File: src/inc/drc_pkg.sv
/*
 package for the spreading rate configuration block: register offsets,
 field positions, reset values and mode encodings.
 assumes a classic wishbone slave with 32-bit data, byte addresses.
*/
package drc_pkg;
    // register byte offsets and reset values
    localparam logic [7:0] RATE_CFG_OFFSET = 8'h04;
    localparam logic [7:0] CODE_CTL_OFFSET = 8'h40;
    localparam logic [7:0] MODE_STAT_OFFSET = 8'h44;
    localparam logic [7:0] RATE_CFG_RESET = 8'h00;
    localparam logic [7:0] CODE_CTL_RESET = 8'h00;
    // rate configuration fields
    localparam int CHIP_LEN_BIT = 2;
    localparam int DOUBLE_RATE_BIT = 1;
    localparam int OVERSAMPLE_BIT = 0;
    localparam int RATE_CFG_WIDTH = 3;
    // code control field
    localparam int CODE_HALF_BIT = 0;
    // chip lengths and samples per chip
    localparam logic [6:0] CHIPS_LONG = 7'h40;
    localparam logic [6:0] CHIPS_SHORT = 7'h20;
    localparam logic [3:0] SAMPLES_FINE = 4'hc;
    localparam logic [3:0] SAMPLES_COARSE = 4'h6;
    // raw throughput in bits per second
    localparam logic [16:0] RATE_DOUBLE_BPS = 17'h0_f424;
    localparam logic [16:0] RATE_NORMAL_BPS = 17'h0_7d00;
    // effective spreading mode, one-hot
    typedef enum logic [3:0] {
        MODE_LONG = 4'b0001,
        MODE_SHORT_NORMAL = 4'b0010,
        MODE_SHORT_FINE = 4'b0100,
        MODE_SHORT_DOUBLE = 4'b1000
    } drc_mode_type;
endpackage

File: src/rtl/drc_rate_config.sv
/*
 spreading rate configuration: wishbone register slave holding the rate
 register and code half select, and registered mode outputs for the
 correlator and serializer.
 assumes classic wishbone, 32-bit data, single clock core_clk at 40 MHz.
*/
// Chosen here: register access over Wishbone.
// Contract
// - chip-length bit one picks 32-chip codes, zero picks 64-chip codes.
// - rate bit one carries two bits per code, zero one bit.
// - rate bit honoured only with 32-chip codes; 64-chip forces one bit.
// - double rate splits the stored 64-chip code into two 32-chip halves.
// - throughput 62.5 kbit/s double rate, 32 kbit/s normal rate.
// - normal rate 32-chip mode may correlate against two differing codes.
// - oversampling bit one gives twelve samples per chip, zero six.
// - oversampling ignored for 64-chip or double rate; 12x only 32-chip normal.
// - 32-chip normal rate: half select one uses upper chips, zero lower.
`timescale 1ns/10ps
module drc_rate_config
    import drc_pkg::*;
(
    // clock and reset
    input wire logic core_clk,
    input wire logic reset_n,
    // wishbone slave
    input wire logic wb_cyc_i,
    input wire logic wb_stb_i,
    input wire logic wb_we_i,
    input wire logic [7:0] wb_adr_i,
    input wire logic [3:0] wb_sel_i,
    input wire logic [31:0] wb_dat_i,
    output logic [31:0] wb_dat_o,
    output logic wb_ack_o,
    output logic wb_err_o,
    // effective spreading mode
    output drc_mode_type spreadMode,
    output logic [6:0] chipsPerCode,
    output logic [1:0] bitsPerCode,
    output logic [3:0] samplesPerChip,
    output logic [16:0] rawRateBps,
    output logic splitCode,
    output logic dualCodeOk,
    output logic useUpperHalf
);
    logic [7:0] rateCfg_r, rateCfg_nxt;
    logic codeHalf_r, codeHalf_nxt;
    logic [31:0] datOut_r, datOut_nxt;
    logic ack_r, ack_nxt;
    logic err_r, err_nxt;
    drc_mode_type modeComb, mode_r;
    logic [6:0] chipsComb, chips_r;
    logic [1:0] bitsComb, bits_r;
    logic [3:0] sampComb, samp_r;
    logic [16:0] rateComb, rateBps_r;
    logic splitComb, split_r;
    logic dualComb, dual_r;
    logic upperComb, upper_r;
    logic access;
    logic hitRate, hitCode, hitStat;

    assign access = wb_cyc_i && wb_stb_i && !ack_r && !err_r;
    assign hitRate = (wb_adr_i == RATE_CFG_OFFSET);
    assign hitCode = (wb_adr_i == CODE_CTL_OFFSET);
    assign hitStat = (wb_adr_i == MODE_STAT_OFFSET);

    // register file and bus answer; one wait-free cycle, ack then drop
    always_comb begin
        rateCfg_nxt = rateCfg_r;
        codeHalf_nxt = codeHalf_r;
        datOut_nxt = datOut_r;
        ack_nxt = 1'b0;
        err_nxt = 1'b0;
        if (access) begin
            if (hitRate || hitCode || hitStat) begin
                ack_nxt = 1'b1;
            end else begin
                err_nxt = 1'b1; // unmapped address answers with err
            end
            if (wb_we_i && wb_sel_i[0]) begin
                // upper rate bits 7:3 are stored as written; software keeps them zero
                if (hitRate) begin
                    rateCfg_nxt = wb_dat_i[7:0];
                end
                if (hitCode) begin
                    codeHalf_nxt = wb_dat_i[CODE_HALF_BIT];
                end
            end
            datOut_nxt = 32'h0000_0000;
            if (!wb_we_i) begin
                if (hitRate) begin
                    datOut_nxt = {24'h00_0000, rateCfg_r};
                end else if (hitCode) begin
                    datOut_nxt = {31'h0000_0000, codeHalf_r};
                end else if (hitStat) begin
                    datOut_nxt = {28'h000_0000, mode_r};
                end
            end
        end
    end

    always_ff @(posedge core_clk or negedge reset_n) begin
        if (!reset_n) begin
            rateCfg_r <= RATE_CFG_RESET;
            codeHalf_r <= CODE_CTL_RESET[0];
            datOut_r <= 32'h0000_0000;
            ack_r <= 1'b0;
            err_r <= 1'b0;
        end else begin
            rateCfg_r <= rateCfg_nxt;
            codeHalf_r <= codeHalf_nxt;
            datOut_r <= datOut_nxt;
            ack_r <= ack_nxt;
            err_r <= err_nxt;
        end
    end

    // one decoder so the correlator never sees a mixed configuration
    drc_mode_decode u_decode (
        .chipShort(rateCfg_r[CHIP_LEN_BIT]),
        .doubleRate(rateCfg_r[DOUBLE_RATE_BIT]),
        .overSample(rateCfg_r[OVERSAMPLE_BIT]),
        .codeHalf(codeHalf_r),
        .mode(modeComb),
        .chipsPerCode(chipsComb),
        .bitsPerCode(bitsComb),
        .samplesPerChip(sampComb),
        .rawRateBps(rateComb),
        .splitCode(splitComb),
        .dualCodeOk(dualComb),
        .useUpperHalf(upperComb)
    );

    // mode outputs registered: one cycle after the register write lands
    always_ff @(posedge core_clk or negedge reset_n) begin
        if (!reset_n) begin
            mode_r <= MODE_LONG;
            chips_r <= CHIPS_LONG;
            bits_r <= 2'd1;
            samp_r <= SAMPLES_COARSE;
            rateBps_r <= RATE_NORMAL_BPS;
            split_r <= 1'b0;
            dual_r <= 1'b0;
            upper_r <= 1'b0;
        end else begin
            mode_r <= modeComb;
            chips_r <= chipsComb;
            bits_r <= bitsComb;
            samp_r <= sampComb;
            rateBps_r <= rateComb;
            split_r <= splitComb;
            dual_r <= dualComb;
            upper_r <= upperComb;
        end
    end

    assign wb_dat_o = datOut_r;
    assign wb_ack_o = ack_r;
    assign wb_err_o = err_r;
    assign spreadMode = mode_r;
    assign chipsPerCode = chips_r;
    assign bitsPerCode = bits_r;
    assign samplesPerChip = samp_r;
    assign rawRateBps = rateBps_r;
    assign splitCode = split_r;
    assign dualCodeOk = dual_r;
    assign useUpperHalf = upper_r;
endmodule

File: src/rtl/drc_mode_decode.sv
/*
 combinational decoder from the three rate fields and the code half select
 to one effective spreading mode and its parameters.
 assumes its inputs come from registers in the same clock domain.
*/
`timescale 1ns/10ps
module drc_mode_decode
    import drc_pkg::*;
(
    // configuration fields
    input wire logic chipShort,
    input wire logic doubleRate,
    input wire logic overSample,
    input wire logic codeHalf,
    // decoded mode
    output drc_mode_type mode,
    output logic [6:0] chipsPerCode,
    output logic [1:0] bitsPerCode,
    output logic [3:0] samplesPerChip,
    output logic [16:0] rawRateBps,
    output logic splitCode,
    output logic dualCodeOk,
    output logic useUpperHalf
);
    // single decode keeps length, bits and sampling always consistent
    always_comb begin
        if (!chipShort) begin
            mode = MODE_LONG;
        end else if (doubleRate) begin
            mode = MODE_SHORT_DOUBLE;
        end else if (overSample) begin
            mode = MODE_SHORT_FINE;
        end else begin
            mode = MODE_SHORT_NORMAL;
        end
    end

    // per-mode parameters
    always_comb begin
        chipsPerCode = CHIPS_SHORT;
        bitsPerCode = 2'd1;
        samplesPerChip = SAMPLES_COARSE;
        rawRateBps = RATE_NORMAL_BPS;
        splitCode = 1'b0;
        dualCodeOk = 1'b0;
        useUpperHalf = 1'b0;
        case (mode)
            MODE_LONG: begin
                chipsPerCode = CHIPS_LONG;
            end
            MODE_SHORT_DOUBLE: begin
                bitsPerCode = 2'd2;
                rawRateBps = RATE_DOUBLE_BPS;
                splitCode = 1'b1;
            end
            MODE_SHORT_FINE: begin
                samplesPerChip = SAMPLES_FINE;
                dualCodeOk = 1'b1;
                useUpperHalf = codeHalf;
            end
            MODE_SHORT_NORMAL: begin
                dualCodeOk = 1'b1;
                useUpperHalf = codeHalf;
            end
            default: begin
                chipsPerCode = CHIPS_LONG;
            end
        endcase
    end
endmodule

File: config.mk
export PLATFORM = sky130hd
export DESIGN_NAME = drc_rate_config
export DESIGN_NICKNAME = d
export VERILOG_FILES = /design/src/inc/drc_pkg.sv /design/src/rtl/drc_rate_config.sv /design/src/rtl/drc_mode_decode.sv
export SDC_FILE = /design/constraint.sdc
export NUM_CORES = 1
export LEC_CHECK = 0
export BUFFER_PORTS_ARGS = -buffer_cell sky130_fd_sc_hd__buf_2
export CORE_ASPECT_RATIO = 1.25
export CORE_MARGIN = 1
export CORE_UTILIZATION = 41
export CTS_BUF_LIST = sky130_fd_sc_hd__clkbuf_2 sky130_fd_sc_hd__clkbuf_4 sky130_fd_sc_hd__clkbuf_8
export DETAILED_ROUTE_END_ITERATION = 12
export PLACE_DENSITY = 0.8
export SETUP_SLACK_MARGIN = 0.4
export SLEW_MARGIN = 20
export SYNTH_ARGS = -nofsm -noshare
export SYNTH_HDL_FRONTEND = slang
export SYNTH_SLANG_ARGS = --single-unit
File: constraint.sdc
create_clock -name core_clk -period 2.42 [get_ports core_clk]
set_input_delay 0.605 -clock core_clk [delete_from_list [all_inputs] [get_ports core_clk]]
set_output_delay 0.605 -clock core_clk [all_outputs]
set_load 0.03 [all_outputs]
==> results of run 1 <==
## area by class of cell
type,count,area (µm²),area share [%]
multi-input cells,90,538,30.9
inverters,7,26.3,1.51
flip-flops and latches,31,781,44.8
clock buffers,6,76.3,4.38
clock inverters,2,12.5,0.718
repair buffers,51,260,14.9
well taps,39,48.8,2.80
## cells by family (layout without fill, tap and decap cells)
family	Yosys count	after routing	synth area share [%]
other cells	2	43	0.478
flops	31	31	49.7
compound gates	9	9	4.22
simple gates	25	25	10.8
mux	13	13	9.00
buf+inv	59	66	25.8
## cells in the final DEF, fill, tap and decap left out, types with 2 or more instances in the layout
cell type	count
nor3_1	3
conb_1	43
buf_4	2
inv_1	7
nor2_1	5
a22o_1	4
nand2_1	9
mux2_2	9
mux2i_1	4
dfrtp_1	27
clkbuf_8	5
buf_2	49
o21ai_0	3
dfstp_2	4
## per-layer routing
metal	share of wire, %	wire, µm	up-vias
met5	0	0	-
li1	-	-	452
met1	37	922	472
met3	7.4	187	5
met4	2.4	60	0
met2	53	1340	62
## path summary, 6_finish.rpt
kind	from	endpoint	slack (ns)	cells past startpoint
max	wb_adr_i[1]	rateCfg_r[3]	0.56	5
min	reset_n	wb_dat_o[7]	0.35	1
max reg2reg	wb_err_o	rateCfg_r[3]	0.61	4
min reg2reg	wb_dat_o[1]	wb_dat_o[1]	0.48	2
max in group asynchronous	reset_n	rateCfg_r[3]	1.65	1
min in group core_clk	wb_dat_o[1]	wb_dat_o[1]	0.48	2
## flip-flops by register name, indices dropped and copies added, names as in the netlist
| signal | cells |
|---|---|
| spreadMode | 4 |
| wb_err_o | 1 |
| codeHalf_r | 1 |
| wb_dat_o | 8 |
| samplesPerChip | 2 |
| dualCodeOk | 1 |
| chipsPerCode | 2 |
| useUpperHalf | 1 |
| wb_ack_o | 1 |
| bitsPerCode | 1 |
| rawRateBps | 1 |
| rateCfg_r | 8 |
## power by group
part	leakage, nW	switching (mW)	internal, mW
clock network	0.0446	0.183	0.211
registers	0.418	0.00147	0.522
logic	0.559	0.120	0.0221
## stage by stage
step	power [mW]	area (µm²)	worst slack [ns]	cells	utilization (%)
global placement	0.672	1650	0.238	218	46.3
finish	1.06	1740	0.555	226	48.8
CTS	1.07	1740	0.473	226	48.8
global route	1.10	1740	0.447	226	48.8
floorplan	0.693	1720	0.512	180	-
detailed placement	0.674	1650	0.220	218	46.3
## critical path: stages
cell and delay [ns]:
buf_2 0.11, nor4_4 0.28, nand4bb_1 0.23, nor3_4 0.40, mux2_2 0.40
==> flow_summary_export.csv, run 1 <==
group,metric,value,unit
status,status,"finished with violations",
status,failed_checks,"design-rule violations",
grt,global_route.usage.met1,13.9,%
cts,cts-root-to-sink-buffers,2,
grt,grt_pass1_wl,4.11,mm
cells_and_area,num_antenna_cells,0,
timing,tightest_slew,0.652,ns
cells_and_area,syn_to_final_growth,11.0,%
cts,post-cts-setup-buffer-count,0,
critical_path,critical_path.endpoint_type,"register",
logic_synthesis,synth.cell_area,0.00157,mm²
critical_path,crit_path_max_fanout,8,
place,finalWeightedCongestion,0.728,
logic_synthesis,yosys_warnings,0,
detailed_routing,number_of_vias_per_cell,4.38,
detailed_routing,post-route-drc-count,11,
detailed_routing,num_vias,991,
detailed_routing,final_wl,2.51,mm
detailed_routing,post_drt_antenna_nets,0,
timing,timing.fmax,536,MHz
logic_synthesis,synth.cells.most_frequent,"buf_4 (49), dfrtp_1 (27), mux2_2 (9), nand2_1 (9), inv_1 (7)",
grt,antenna_violations_before_repair,0,
timing,timing.hold.ws,0.346,ns
detailed_routing,dr.pass1.iters,8,
floorplanning,die_width,57.4,µm
detailed_routing,drt_iter0_drc,31,
logic_synthesis,synth_edf_count,0,
cts,cts_repair_resize_count,0,
timing,setup_viol,0,
grt,first_global_vias,917,
power_and_ir_drop,power_density,608,mW/mm²
logic_synthesis,synth.distinct_cells,23,
critical_path,timing.setup.critical_path_class,"input pin to register",
timing,hold_viol_final,0,
place,hpwl,1.99,mm
timing,final.period_utilization,77.0,%
cells_and_area,num-nets-final,235,
floorplanning,row_count,24,
cts,holdBufCountCts,0,
timing,worst_slew_margin_rel,56.6,%
logic_synthesis,syn-instance-count,139,
grt,grt_most_used_layer,"met2",
detailed_routing,wire_per_inst,11.1,µm
timing,timing.clock.skew,0.00538,ns
cts,cts.reportedPaths.clkPinSlew,0.06,ns
logic_synthesis,ys_ff_latch,31,
timing,timing_max_transition_violations_final,0,
power_and_ir_drop,vdd.ir_drop.worst,0.422,mV
logic_synthesis,synth.yosys.seq_area_share,49.7,%
logic_synthesis,synth_flop_cell,"dfrtp_1",
critical_path,start_kind,"input pin",
power_and_ir_drop,leakage,1.02,nW
cts,worstSkewPairLatency,0.28,ns
cts,tritoncts,"built",
grt,use_met2,23.9,%
logic_synthesis,yosysTopAreaCellShare,43.0,%
logic_synthesis,postSynth.asyncResetShare,100,%
floorplanning,die-height,71.2,µm
logic_synthesis,synth_most_common_cell,"buf_4",
floorplanning,io-pin-count,120,
timing,accumulated_negative_setup_slack,0,ns
logic_synthesis,ys_top_cells_by_area,"dfrtp_1 (43%), buf_4 (23%), dfstp_2 (6.7%)",
cts,cts.root.buffer_cell,"clkbuf_8",
timing,grt_setup_unrepaired,"no",
logic_synthesis,yosys.area.top_type,"dfrtp_1",
grt,grt_overflow,0,
cells_and_area,fill_cells,332,
floorplanning,initial_utilization,43.9,%
cells_and_area,layout_cells_sized_above_1,40.6,%
timing,min_period,1.86,ns
grt,maximum_number_of_pins_on_one_net_before_global_route_repair,32,
cts,cts_bufs_inserted,5,
min_path,hold_path.class,"input pin to async pin",
critical_path,worst-endpoint-arrival,2.03,ns
floorplanning,floorplan.core_area,0.00357,mm²
place,io_buffers,49,
floorplanning,dieArea,0.00408,mm²
logic_synthesis,syn-mean-instance-area,11.3,µm²
grt,globalRouteMet3Util,4.75,%
cts,h-tree-depth,2,
grt,groute.usage.overall,13.7,%
critical_path,worst-endpoint-required,2.58,ns
flow_run,drv_cap,0,
cts,clock_sinks,31,
Power figures use the tool's default switching activity.
==> run 2, diff against run 1 <==
- CORE_UTILIZATION: 41 -> 37
- PLACE_DENSITY: 0.8 -> 0.76
- clock period: 2.42 -> 1.7 ns (I/O delays scaled with it)
==> run 2 against run 1 <==
Against the previous run: design area rose by 14%; flip-flop and latch count unchanged; non-clock buffer count up 9; highest routed layer unchanged; the run now ends clean; via count grew 0.30%; first-iteration DRC count shrank 81%; wire length increased by 5.3%.
==> flow_summary_export.csv, run 2 (synthesis results as in run 1) <==
group,metric,value,unit
flow_run,drv_cap,0,
detailed_routing,number_of_vias_per_cell,3.94,
timing,min_period,1.65,ns
detailed_routing,final_wl,2.64,mm
grt,antenna_violations_before_repair,0,
cts,cts.reportedPaths.clkPinSlew,0.06,ns
power_and_ir_drop,post-layout-total-power,1.56,mW
timing,setup_viol,0,
timing,final.period_utilization,97.0,%
status,status,"finished, final reports clean",
grt,maximum_number_of_pins_on_one_net_before_global_route_repair,18,
place,finalWeightedCongestion,0.736,
grt,first_global_vias,871,
floorplanning,row_count,26,
timing,grt_setup_unrepaired,"yes",
floorplanning,die-height,74.8,µm
floorplanning,initial_utilization,38.6,%
critical_path,timing.setup.critical_path_class,"register to register",
detailed_routing,dr.pass1.iters,4,
place,hpwl,2.07,mm
cells_and_area,num-nets-final,244,
critical_path,reg2reg_from,"wb_err_o",
critical_path,r2r_slack,0.05,ns
floorplanning,floorplan.core_area,0.00407,mm²
detailed_routing,wire_per_inst,10.5,µm
critical_path,worst_r2r_endpoint,"rateCfg_r[7]",
cts,tritoncts,"built",
cells_and_area,num_antenna_cells,0,
floorplanning,dieArea,0.00451,mm²
place,io_buffers,49,
floorplanning,die_width,60.3,µm
detailed_routing,num_vias,994,
power_and_ir_drop,vdd.ir_drop.worst,0.590,mV
critical_path,start_kind,"register",
cells_and_area,syn_to_final_growth,26.1,%
detailed_routing,post-route-drc-count,0,
critical_path,worst-endpoint-required,1.87,ns
cells_and_area,layout_cells_sized_above_1,47.4,%
cts,h-tree-depth,2,
cts,clock_sinks,31,
cells_and_area,layout_commonest_cell,"conb_1",
cells_and_area,layout.core_utilization,48.7,%
timing,timing.clock.skew,0.00354,ns
grt,groute.usage.overall,12.7,%
timing,timing.hold.ws,0.0403,ns
detailed_routing,drt_iter0_drc,6,
critical_path,worst-endpoint-arrival,1.82,ns
power_and_ir_drop,leakage,1.11,nW
min_path,hold_path.class,"input pin to async pin",
cells_and_area,mostFrequentLayoutCells,"conb_1 (43), buf_2 (31), dfrtp_1 (24)",
cts,holdBufCountCts,0,
place,place_ws,-0.133,ns
critical_path,critical_path.endpoint_type,"register",
cells_and_area,fill_cells,363,
timing,timing.fmax,606,MHz
cts,worstSkewPairLatency,0.28,ns
floorplanning,io-pin-count,120,
grt,grt_overflow,0,
place,placed_cells,241,
power_and_ir_drop,power_density,788,mW/mm²
critical_path,crit_path_max_fanout,8,
timing,worst_case_setup_margin_in_the_final_layout,0.0505,ns
grt,grt_pass1_wl,3.97,mm
timing,timing_max_transition_violations_final,0,
cts,cts_bufs_inserted,5,
cells_and_area,finish.cell_count_without_fillers,252,
critical_path,worstRegToRegCells,5,
timing,hold_viol_final,0,
detailed_routing,post_drt_antenna_nets,0,
cts,cts-root-to-sink-buffers,2,
cts,cts.root.buffer_cell,"clkbuf_8",
run 2: what timing repair did:
| item | 4_1_cts | 5_1_grt |
|---|---|---|
| buffers inserted | 2 | 1 |
| setup endpoints to repair | 28 | 36 |
| gates resized for setup | 29 | 17 |
| hold endpoints to repair | 0 | 0 |
| pin swaps | 2 | 0 |
run 2: per-layer routing:
layer	wire length [µm]	up-vias	GRT usage (%)
met5	0	-	0
met4	61	0	7.75
met3	201	6	5.33
met2	1420	61	20.6
met1	964	460	13.5
li1	-	467	-
run 2: metrics by stage:
step | setup TNS [ns] | area (µm²)
floorplan | -0.254 | 1740
global placement | -0.972 | 1750
detailed placement | -1.36 | 1750
CTS | 0 | 1940
global route | -0.000831 | 1980
finish | 0 | 1980
run 2: worst max-delay path, stage by stage, from the launching register on:
cell and delay, ns:
dfrtp_2 0.40, nand4bb_4 0.22, nand4bb_4 0.26, nor3_4 0.17, buf_12 0.15, mux2_2 0.32
run 2: cell type report:
cell class                 instances  area, µm²  share of cell area, %
tap                               56       70.1                   3.54
multi-input combinational         90        573                   29.0
clock inverter                     1       5.00                  0.253
inverter                           7       26.3                   1.33
sequential                        31        785                   39.6
timing repair buffer              60        430                   21.7
clock buffer                       7       90.1                   4.55
run 2: power by group:
part,switching [mW],internal [mW],total (mW)
registers,0.00219,0.743,0.745
logic,0.174,0.0399,0.213
clock network,0.260,0.342,0.601
total,0.435,1.12,1.56
run 2: worst max-delay path by stage:
stage / from / endpoint / slack [ns] / cells past startpoint
6_report: wb_err_o / rateCfg_r[7] / 0.05 / 5
5_1_grt: wb_err_o / rateCfg_r[5] / -0.0005 / 5
4_1_cts: wb_err_o / rateCfg_r[7] / 0.03 / 5
3_5_place_dp: wb_adr_i[1] / rateCfg_r[0] / -0.13 / 6
3_3_place_gp: wb_adr_i[1] / rateCfg_r[6] / -0.11 / 6
2_1_floorplan: wb_err_o / rateCfg_r[0] / -0.03 / 4
